--- config.mk ---
export PLATFORM = sky130hd
export DESIGN_NAME = follow_front_end
export DESIGN_NICKNAME = d
export VERILOG_FILES = /design/src/follow_pkg.sv /design/src/follow_front_end.sv /design/src/quad_step_decoder.sv /design/src/ratio_accum.sv
export VERILOG_INCLUDE_DIRS = /design/src
export SDC_FILE = /design/constraint.sdc
export NUM_CORES = 1
export LEC_CHECK = 0
export BUFFER_PORTS_ARGS = -buffer_cell sky130_fd_sc_hd__buf_2
export CAP_MARGIN = 20
export CORE_MARGIN = 5
export CORE_UTILIZATION = 25
export DETAILED_ROUTE_END_ITERATION = 8
export GPL_TIMING_DRIVEN = 0
export SLEW_MARGIN = 20
export SYNTH_ARGS = -nofsm -noshare
export SYNTH_HDL_FRONTEND = slang
export SYNTH_SLANG_ARGS = --single-unit
--- constraint.sdc ---
create_clock -name CLK -period 10.2 [get_ports CLK]
set_input_delay 1.02 -clock CLK [delete_from_list [all_inputs] [get_ports CLK]]
set_output_delay 1.02 -clock CLK [all_outputs]
set_load 0.005 [all_outputs]
--- src/follow_params.svh ---
// Constants for the external follow and ratio front end
`ifndef FOLLOW_PARAMS_SVH
`define FOLLOW_PARAMS_SVH

// Command codes on CMD_CODE
`define CMD_NONE          4'h0
`define CMD_FULL_RES      4'h1
`define CMD_HALF_RES      4'h2
`define CMD_QUARTER_RES   4'h3
`define CMD_ENC_TRACK     4'h4
`define CMD_STEP_TRACK    4'h5
`define CMD_STEP_FOLLOW   4'h6
`define CMD_ENC_RATIO     4'h7
`define CMD_STEP_RATIO    4'h8
`define CMD_CAM           4'h9
`define CMD_SET_MUL       4'ha
`define CMD_SET_DIV       4'hb
`define CMD_SET_SHIFT     4'hc
`define CMD_HOST_MODE     4'hd
`define CMD_STOP          4'he

// Ratio limit: |ratio| < 256, so |mul| < 256 * |div|
`define RATIO_LIMIT_SHIFT 8

// Mode letters
`define LTR_P 8'h50
`define LTR_R 8'h52
`define LTR_V 8'h56
`define LTR_T 8'h54
`define LTR_F 8'h46
`define LTR_S 8'h53
`define LTR_C 8'h43
`define LTR_W 8'h57
`define LTR_X 8'h58
`define LTR_E 8'h45
`define LTR_O 8'h4f
`define LTR_H 8'h48

// Status byte fields
`define ST_TRAJ_BIT       0
`define ST_MOTOR_OFF_BIT  7

// Reset values
`define CTR_RESET         32'h0000_0000
`define MUL_RESET         32'h0000_0001
`define DIV_RESET         32'h0000_0001

`endif

--- src/follow_pkg.sv ---
// Types shared by the follow front end
package follow_pkg;

    typedef enum logic [3:0] {
        MODE_OFF        = 4'b0000,
        MODE_ENC_TRACK  = 4'b0001,
        MODE_STEP_TRACK = 4'b0010,
        MODE_FOLLOW     = 4'b0011,
        MODE_STEP       = 4'b0100,
        MODE_ENC_RATIO  = 4'b0101,
        MODE_STEP_RATIO = 4'b0110,
        MODE_CAM        = 4'b0111,
        MODE_HOST       = 4'b1000
    } follow_mode_t;

    typedef enum logic [1:0] {
        RES_FULL    = 2'b00,
        RES_HALF    = 2'b01,
        RES_QUARTER = 2'b10
    } res_t;

    typedef struct packed {
        logic        up;
        logic        down;
    } count_ev_t;

    typedef struct packed {
        logic [3:0]  code;
        logic [31:0] value;
        logic        strobe;
    } cmd_t;

endpackage

--- src/follow_front_end.sv ---
// External follow, ratio and counter front end of the motion controller
`timescale 1ns/1ps
`include "follow_params.svh"
module follow_front_end
#(
    parameter int SHIFT_PERIOD_W = 16
)
(
    // Clock and reset
    input  wire logic        CLK,
    input  wire logic        RST_B,
    input  wire logic        CE,
    // Follow input pins
    input  wire logic        IN_A,
    input  wire logic        IN_B,
    // Command port
    input  wire logic        CMD_STROBE,
    input  wire logic [3:0]  CMD_CODE,
    input  wire logic [31:0] CMD_VALUE,
    input  wire logic [7:0]  HOST_MODE_LETTER,
    // State flags from the rest of the controller
    input  wire logic [15:0] STATE_FLAGS,
    // Results
    output logic [31:0]      AUX_COUNTER,
    output logic [31:0]      FOLLOW_TARGET,
    output logic             FOLLOW_ACTIVE,
    output logic [7:0]       MODE_QUERY,
    output logic [7:0]       STATUS_BYTE_QUERY,
    output logic [15:0]      STATUS_WORD_QUERY,
    output logic             CMD_REJECT
);

    // ****************************************************************
    // State
    // ****************************************************************
    typedef struct packed {
        logic [1:0]                 sync_a;
        logic [1:0]                 sync_b;
        follow_pkg::follow_mode_t   mode;
        follow_pkg::res_t           res;
        logic                       step_in;
        logic signed [31:0]         ctr;
        logic signed [31:0]         mul;
        logic signed [31:0]         div;
        logic signed [31:0]         shift_left;
        logic [SHIFT_PERIOD_W-1:0]  shift_period;
        logic [SHIFT_PERIOD_W-1:0]  shift_cnt;
        logic                       ratio_clear;
        logic [7:0]                 letter;
        logic [7:0]                 sbyte;
        logic [15:0]                sword;
        logic [31:0]                ctr_out;
        logic [31:0]                tgt_out;
        logic                       active;
        logic                       reject;
    } top_state_t;

    top_state_t s_q;
    top_state_t s_d;

    follow_pkg::count_ev_t ev;
    follow_pkg::count_ev_t ratio_ev;
    logic signed [31:0]    ratio_target;
    logic                  shift_step;
    logic                  in_ratio;
    logic                  tracking;
    logic                  following;
    logic signed [31:0]    abs_mul;
    logic signed [31:0]    abs_div;
    logic                  ratio_ok;

    // ****************************************************************
    // Decoder and ratio engine
    // ****************************************************************
    quad_step_decoder u_dec
    (
        .clk       (CLK),
        .rst_b     (RST_B),
        .ce        (CE),
        .in_a      (s_q.sync_a[1]),
        .in_b      (s_q.sync_b[1]),
        .step_mode (s_q.step_in),
        .res       (tracking ? follow_pkg::RES_FULL : s_q.res),
        .ev        (ev)
    );

    assign in_ratio = (s_q.mode == follow_pkg::MODE_ENC_RATIO) ||
                      (s_q.mode == follow_pkg::MODE_STEP_RATIO);
    assign ratio_ev = in_ratio ? ev : '0;
    assign shift_step = in_ratio && (s_q.shift_left != '0) &&
                        (s_q.shift_cnt == '0);

    ratio_accum #(.W(32)) u_ratio
    (
        .clk        (CLK),
        .rst_b      (RST_B),
        .ce         (CE),
        .clear      (s_q.ratio_clear),
        .mul        (s_q.mul),
        .div        (s_q.div),
        .ev         (ratio_ev),
        .shift_step (shift_step),
        .shift_neg  (s_q.shift_left[31]),
        .target     (ratio_target)
    );

    // ****************************************************************
    // Next state
    // ****************************************************************
    always_comb
    begin
        s_d = s_q;
        s_d.reject = 1'b0;
        s_d.ratio_clear = 1'b0;
        s_d.sync_a = {s_q.sync_a[0], IN_A};
        s_d.sync_b = {s_q.sync_b[0], IN_B};
        tracking = (s_q.mode == follow_pkg::MODE_ENC_TRACK) ||
                   (s_q.mode == follow_pkg::MODE_STEP_TRACK);
        following = (s_q.mode == follow_pkg::MODE_FOLLOW) ||
                    (s_q.mode == follow_pkg::MODE_STEP) ||
                    (s_q.mode == follow_pkg::MODE_CAM) || in_ratio;
        abs_mul = s_q.mul[31] ? -s_q.mul : s_q.mul;
        abs_div = s_q.div[31] ? -s_q.div : s_q.div;
        ratio_ok = (abs_div != '0) &&
                   ({32'h0, abs_mul} < ({32'h0, abs_div} << `RATIO_LIMIT_SHIFT));

        // Counter counts in track-only and in every follow mode
        if (tracking || following)
        begin
            if (ev.up)
                s_d.ctr = s_q.ctr + 32'sh1;
            else if (ev.down)
                s_d.ctr = s_q.ctr - 32'sh1;
        end

        // Phase shift paced by the commanded period
        if (in_ratio && s_q.shift_left != '0)
        begin
            s_d.shift_cnt = (s_q.shift_cnt == '0) ? s_q.shift_period
                                                   : s_q.shift_cnt - 1'b1;
            if (shift_step)
                s_d.shift_left = s_q.shift_left[31] ? s_q.shift_left + 32'sh1
                                                    : s_q.shift_left - 32'sh1;
        end

        if (CMD_STROBE)
        begin
            case (CMD_CODE)
                `CMD_FULL_RES, `CMD_HALF_RES, `CMD_QUARTER_RES:
                begin
                    s_d.res = (CMD_CODE == `CMD_FULL_RES) ? follow_pkg::RES_FULL :
                              (CMD_CODE == `CMD_HALF_RES) ? follow_pkg::RES_HALF :
                                                            follow_pkg::RES_QUARTER;
                    s_d.mode = follow_pkg::MODE_FOLLOW;
                    s_d.step_in = 1'b0;
                end
                `CMD_ENC_TRACK, `CMD_STEP_TRACK:
                begin
                    if (following)
                        s_d.reject = 1'b1;
                    else
                    begin
                        s_d.ctr = `CTR_RESET;
                        s_d.step_in = (CMD_CODE == `CMD_STEP_TRACK);
                        s_d.mode = s_d.step_in ? follow_pkg::MODE_STEP_TRACK
                                               : follow_pkg::MODE_ENC_TRACK;
                    end
                end
                `CMD_STEP_FOLLOW:
                begin
                    s_d.mode = follow_pkg::MODE_STEP;
                    s_d.step_in = 1'b1;
                end
                `CMD_ENC_RATIO, `CMD_STEP_RATIO:
                begin
                    // Needs matching decode mode and a legal ratio
                    if (!ratio_ok ||
                        ((CMD_CODE == `CMD_STEP_RATIO) != s_q.step_in) ||
                        tracking || s_q.mode == follow_pkg::MODE_OFF)
                        s_d.reject = 1'b1;
                    else
                    begin
                        s_d.mode = s_q.step_in ? follow_pkg::MODE_STEP_RATIO
                                               : follow_pkg::MODE_ENC_RATIO;
                        s_d.ratio_clear = 1'b1;
                        s_d.shift_left = '0;
                    end
                end
                `CMD_CAM:
                begin
                    s_d.mode = follow_pkg::MODE_CAM;
                    s_d.step_in = 1'b0;
                end
                `CMD_SET_MUL:
                    s_d.mul = CMD_VALUE;
                `CMD_SET_DIV:
                    s_d.div = CMD_VALUE;
                `CMD_SET_SHIFT:
                begin
                    // Value low half is distance, high half is step period
                    s_d.shift_left = {{16{CMD_VALUE[15]}}, CMD_VALUE[15:0]};
                    s_d.shift_period = SHIFT_PERIOD_W'(CMD_VALUE[31:16]);
                    s_d.shift_cnt = '0;
                end
                `CMD_HOST_MODE, `CMD_STOP:
                    s_d.mode = (CMD_CODE == `CMD_STOP) ? follow_pkg::MODE_OFF
                                                       : follow_pkg::MODE_HOST;
                default:
                    s_d.reject = 1'b1;
            endcase
        end

        // Mode letter; host-run modes pass their own letter through
        case (s_q.mode)
            follow_pkg::MODE_FOLLOW:      s_d.letter = `LTR_F;
            follow_pkg::MODE_STEP:        s_d.letter = `LTR_S;
            follow_pkg::MODE_ENC_RATIO:   s_d.letter = `LTR_X;
            follow_pkg::MODE_STEP_RATIO:  s_d.letter = `LTR_X;
            follow_pkg::MODE_CAM:         s_d.letter = `LTR_C;
            follow_pkg::MODE_HOST:        s_d.letter = HOST_MODE_LETTER;
            default:                      s_d.letter = STATE_FLAGS[`ST_MOTOR_OFF_BIT] ?
                                                       `LTR_O : HOST_MODE_LETTER;
        endcase

        s_d.sbyte = STATE_FLAGS[7:0];
        s_d.sword = STATE_FLAGS;
        s_d.ctr_out = s_d.ctr;
        s_d.tgt_out = in_ratio ? ratio_target : s_d.ctr;
        s_d.active = following;
    end

    // ****************************************************************
    // Registers
    // ****************************************************************
    always_ff @(posedge CLK or negedge RST_B)
    begin
        if (!RST_B)
        begin
            s_q <= '0;
            s_q.mode <= follow_pkg::MODE_OFF;
            s_q.mul <= `MUL_RESET;
            s_q.div <= `DIV_RESET;
            s_q.letter <= `LTR_O;
        end
        else if (CE)
            s_q <= s_d;
    end

    assign AUX_COUNTER       = s_q.ctr_out;
    assign FOLLOW_TARGET     = s_q.tgt_out;
    assign FOLLOW_ACTIVE     = s_q.active;
    assign MODE_QUERY        = s_q.letter;
    assign STATUS_BYTE_QUERY = s_q.sbyte;
    assign STATUS_WORD_QUERY = s_q.sword;
    assign CMD_REJECT        = s_q.reject;
endmodule

--- src/quad_step_decoder.sv ---
// Quadrature and step/direction decoder with resolution select
`timescale 1ns/1ps
module quad_step_decoder
(
    // Clock and reset
    input  wire logic               clk,
    input  wire logic               rst_b,
    input  wire logic               ce,
    // Synchronised pins
    input  wire logic               in_a,
    input  wire logic               in_b,
    // Configuration
    input  wire logic               step_mode,
    input  wire follow_pkg::res_t   res,
    // Count events
    output follow_pkg::count_ev_t   ev
);

    typedef struct packed {
        logic [1:0]              prev;
        logic [1:0]              sub;
        follow_pkg::count_ev_t   ev;
    } dec_state_t;

    dec_state_t s_q;
    dec_state_t s_d;
    logic       fwd;
    logic       rev;
    logic       stp;
    logic [1:0] cur;

    always_comb
    begin
        s_d = s_q;
        cur = {in_a, in_b};
        fwd = 1'b0;
        rev = 1'b0;
        stp = 1'b0;
        s_d.ev = '0;
        // Gray order 00-01-11-10; a double change is dropped
        case ({s_q.prev, cur})
            4'b0001, 4'b0111, 4'b1110, 4'b1000: fwd = 1'b1;
            4'b0010, 4'b1011, 4'b1101, 4'b0100: rev = 1'b1;
            default:                             ;
        endcase
        // Step on rising edge of A, B gives direction
        stp = in_a & ~s_q.prev[1];
        if (step_mode)
        begin
            s_d.ev.up   = stp & ~in_b;
            s_d.ev.down = stp & in_b;
        end
        else if (fwd | rev)
        begin
            s_d.sub = fwd ? s_q.sub + 2'h1 : s_q.sub - 2'h1;
            case (res)
                follow_pkg::RES_FULL:
                begin
                    s_d.ev.up   = fwd;
                    s_d.ev.down = rev;
                end
                follow_pkg::RES_HALF:
                begin
                    s_d.ev.up   = fwd & (s_d.sub[0] == 1'b0);
                    s_d.ev.down = rev & (s_d.sub[0] == 1'b1);
                end
                default:
                begin
                    s_d.ev.up   = fwd & (s_d.sub == 2'h0);
                    s_d.ev.down = rev & (s_d.sub == 2'h3);
                end
            endcase
        end
        s_d.prev = cur;
    end

    always_ff @(posedge clk or negedge rst_b)
    begin
        if (!rst_b)
            s_q <= '0;
        else if (ce)
            s_q <= s_d;
    end

    assign ev = s_q.ev;
endmodule

--- src/ratio_accum.sv ---
// Ratio accumulator: mul/div fractional follow with phase shift
`timescale 1ns/1ps
module ratio_accum
#(
    parameter int W = 32
)
(
    // Clock and reset
    input  wire logic               clk,
    input  wire logic               rst_b,
    input  wire logic               ce,
    input  wire logic               clear,
    // Ratio terms
    input  wire logic signed [W-1:0] mul,
    input  wire logic signed [W-1:0] div,
    // Input counts and shift
    input  wire follow_pkg::count_ev_t ev,
    input  wire logic               shift_step,
    input  wire logic               shift_neg,
    // Target step
    output logic signed [W-1:0]     target
);

    typedef struct packed {
        logic signed [W-1:0] rem;
        logic signed [W-1:0] tgt;
    } acc_state_t;

    acc_state_t s_q;
    acc_state_t s_d;
    logic signed [W-1:0] absdiv;
    logic signed [W-1:0] add;

    always_comb
    begin
        s_d = s_q;
        absdiv = div[W-1] ? -div : div;
        add = '0;
        if (ev.up)
            add = mul;
        else if (ev.down)
            add = -mul;
        // Remainder carries the fraction so no count is lost
        s_d.rem = s_q.rem + (div[W-1] ? -add : add);
        if (absdiv != '0)
        begin
            if (s_d.rem >= absdiv)
            begin
                s_d.rem = s_d.rem - absdiv;
                s_d.tgt = s_q.tgt + W'(1);
            end
            else if (s_d.rem <= -absdiv)
            begin
                s_d.rem = s_d.rem + absdiv;
                s_d.tgt = s_q.tgt - W'(1);
            end
        end
        if (shift_step)
            s_d.tgt = shift_neg ? s_d.tgt - W'(1) : s_d.tgt + W'(1);
        if (clear)
            s_d = '0;
    end

    always_ff @(posedge clk or negedge rst_b)
    begin
        if (!rst_b)
            s_q <= '0;
        else if (ce)
            s_q <= s_d;
    end

    assign target = s_q.tgt;
endmodule

==> flow_metrics.py <==
metrics = {
    "routing": {
        "drt_iter0_markers": 2746,
        "wl_met2_microns": 52500,
        "postRouteAntennaNets": 0,
        "number_of_iterations_in_the_first_detailed_routing_pass": 5,
        "routed.top_layer": "met5",
        "routed_vias": 29400,
        "wl_met3_microns": 7530,
        "via_per_inst": 5.33,
        "routed_wire_length_per_instance_microns": 20.6,
        "route.layer.met1.wl_microns": 48600,
        "drt_drc_violations_left": 0,
        "drt_wl_total_microns": 113000,
    },
    "status": {
        "violations": "setup timing",
        "status": "finished with violations",
    },
    "global_routing": {
        "grt_first_pass_wirelength_microns": 170000,
        "via_count_of_the_first_global_routing_pass": 28100,
        "grt_usage": 0.175,
        "overflow": 0,
        "antenna_found_initial": 7,
        "largest_net_degree_at_the_start_of_global_routing": 94,
    },
    "sta": {
        "finalCriticalPeriod_ns": 10.28,
        "hold_violations": 0,
        "final.period_utilization": 1.01,
        "timing.final.max_slew_violations": 0,
        "final.setup.worst_slack_ns": -0.0797,
        "timing_worst_slew_pin_value_ns": 1.15,
        "max_slew_margin": 0.232,
        "number_of_endpoints_failing_setup_at_the_final_stage": 6,
        "rsz0062_at_grt": "true",
        "skew_ns": 0.0412,
        "max_freq_mhz": 97.3,
    },
    "synth": {
        "synth.top_cells.by_area": "sky130_fd_sc_hd__dfrtp_1 (25%), sky130_fd_sc_hd__ha_1 (9.8%), sky130_fd_sc_hd__xnor2_1 (6.1%)",
        "synth.cell_area_sq_um": 29200,
        "synth.lib_cells_used.distinct": 106,
        "synth.net_count": 3956,
        "synth-seq-cells": 300,
        "ys.warnings.count": 0,
        "synth.top_cell.area_share": 0.251,
        "postSynth.topFlopCell": "sky130_fd_sc_hd__dfrtp_1",
        "synth_most_common_cell": "sky130_fd_sc_hd__nor2_1",
        "synth.avg_cell_area_sq_um": 7.98,
        "async_sr_flop_fraction": 1.00,
        "synth_edf_count": 0,
        "synthTopCellsByCount": "sky130_fd_sc_hd__nor2_1 (327), sky130_fd_sc_hd__a21oi_1 (311), sky130_fd_sc_hd__nand2_1 (309)",
        "synth.yosys.seq_area_share": 0.258,
        "yosys.area.top_type": "sky130_fd_sc_hd__dfrtp_1",
        "synth_cells": 3657,
    },
    "layout": {
        "utilization": 0.304,
        "num-fill-cells": 12400,
        "final_nets": 4245,
        "area.growth.synth_to_final_pct": 21.0,
        "ff_latch_area_sq_um": 7520,
        "layout_cell_share_with_drive_strength_beyond_1": 0.200,
        "multiInputGateArea_sq_um": 20500,
    },
    "die": {
        "fp-row-count": 125,
        "core_region_area_sq_um": 116000,
        "die_width_microns": 352,
        "floorplan.initialDensity": 0.251,
        "die-area_sq_um": 124000,
        "io_pins": 164,
        "die_h_microns": 352,
    },
    "setup_path": {
        "setup.worst_path.class": "flop to flop",
        "startpoint_type": "flop",
        "critical_path.slowest_cell": "sky130_fd_sc_hd__dfstp_2",
        "required_ns": 10.65,
        "worst_stage_delay_on_the_critical_path_ns": 0.56,
        "critical_path_peak_fanout": 10,
        "critical_path.endpoint_type": "flop",
        "arrival_ns": 10.73,
    },
    "clocking": {
        "cts_sink_count": 300,
        "clock_tree_from_tritoncts": "done",
        "cts_hold_buf": 0,
        "cts_inserted_buffers": 40,
        "clk_pin_slew_ns": 0.06,
        "clock_tree.root_cell": "sky130_fd_sc_hd__clkbuf_16",
        "worst_skew_pair.late_latency_ns": 0.60,
        "ctsHtreeMaxLevel": 2,
        "cts.path.max_buffers": 3,
    },
    "min_path": {
        "hold_path.class": "input pin to asynchronous set/reset pin",
    },
    "place": {
        "portBuffers": 160,
        "routabilityCongestion": 0.942,
        "place_hpwl_microns": 87000,
    },
    "job": {
        "cap_violations": 0,
    },
}
==> placed cells by master, fill, tap and decap left out, drive strengths merged, types with 14 or more instances in the layout <==
master / n
buf: 377
nor2: 329
a21oi: 313
nand2: 310
dfrtp: 293
o21ai: 285
ha: 228
clkbuf: 205
xnor2: 203
inv: 165
nor3: 135
mux2: 114
a21o: 84
nand3: 84
xor2: 74
or3: 62
nand4: 47
nor4: 46
o31ai: 42
a22o: 40
o21bai: 37
a31oi: 35
nand2b: 33
nor2b: 30
a211oi: 29
and3: 28
o2bb2ai: 22
mux2i: 22
o41ai: 22
o22ai: 19
or2: 17
o211ai: 16
clkinv: 16
and2: 15
o21a: 14
a221oi: 14
or4: 14
==> sequential cells by signal (all words and copies together), names as in the netlist <==
| signal | count |
|---|---|
| s_q | 138 |
| AUX_COUNTER | 32 |
| FOLLOW_TARGET | 32 |
| u_ratio.s_q | 32 |
| u_ratio.target | 32 |
| STATUS_WORD_QUERY | 9 |
| MODE_QUERY | 8 |
| STATUS_BYTE_QUERY | 7 |
| u_dec.s_q | 4 |
| s_d | 2 |
| u_dec.ev | 2 |
| CMD_REJECT | 1 |
| FOLLOW_ACTIVE | 1 |
==> kinds of logic after synthesis <==
| logic type | count (synthesis) | synth area share |
|---|---|---|
| buffers and inverters | 449 | 0.0759 |
| adder cells (fa/ha/maj) | 233 | 0.101 |
| AND/OR/NAND/NOR | 1184 | 0.196 |
| AO/OA/AOI/OAI | 1078 | 0.234 |
| flip-flops | 300 | 0.258 |
| XOR/XNOR | 277 | 0.0832 |
| multiplexers | 136 | 0.0516 |
==> layout make-up <==
cell class,instances,share of cell area
Antenna cell,3,0.000213
Buffer,275,0.0479
Clock buffer,51,0.0321
Clock inverter,22,0.00712
Inverter,165,0.0177
Multi-Input combinational cell,2908,0.581
Sequential cell,300,0.213
Tap cell,1524,0.0540
Timing Repair Buffer,256,0.0472
==> final timing paths <==
kind	slack, ns	endpoint	cells past startpoint	from
min in group CLK	0.48	MODE_QUERY[0]$_DFFE_PN1P_	2	MODE_QUERY[0]$_DFFE_PN1P_
max reg2reg	-0.08	u_ratio.target[31]$_DFFE_PN0P_	50	s_q[195]$_DFFE_PN1P_
max	-0.08	u_ratio.target[31]$_DFFE_PN0P_	50	s_q[195]$_DFFE_PN1P_
min	0.38	AUX_COUNTER[14]$_DFFE_PN0P_	1	RST_B
max in group asynchronous	8.13	s_q[193]$_DFFE_PN0P_	4	RST_B
min reg2reg	0.48	MODE_QUERY[0]$_DFFE_PN1P_	2	MODE_QUERY[0]$_DFFE_PN1P_
==> layer usage <==
metal | GRT usage | vias to the layer above
met3 | 0.0250 | 236
met5 | 0 | -
met2 | 0.293 | 1149
met1 | 0.230 | 14300
li1 | - | 13700
met4 | 0.0652 | 4
==> worst max-delay path, delay by kind of cell, from the launching register on <==
family | cells | cell delay (ns)
AO/OA/AOI/OAI | 16 | 3.22
XOR/XNOR | 3 | 0.43
adder cells (fa/ha/maj) | 4 | 1.07
buffers and inverters | 7 | 1.18
flip-flops | 1 | 0.56
multiplexers | 2 | 0.45
AND/OR/NAND/NOR | 18 | 3.20
==> stage by stage <==
step                setup TNS, ns  std cells  worst slack (ns)  cell area [sq um]  hold slack (ns)
finish                     -0.279       5504           -0.0797              35300            0.384
floorplan                       0       3657           0.00981              29200            0.449
detailed placement         -82.52       5350             -3.24              32100            0.473
CTS                             0       5465           0.00124              34500            0.390
global route                -3.84       5502            -0.432              35300            0.405
global placement           -81.26       5341             -3.22              31900            0.463
==> what timing repair did <==
item | 4_1_cts | 5_1_grt
buffers inserted | 49 | 41
gates resized for setup | 162 | 114
pin swaps | 50 | 91
endpoints found under the setup margin | 53 | 22
Power is not shown: default switching activity piles up to over one toggle a cycle in this logic, so the estimate is an artifact.
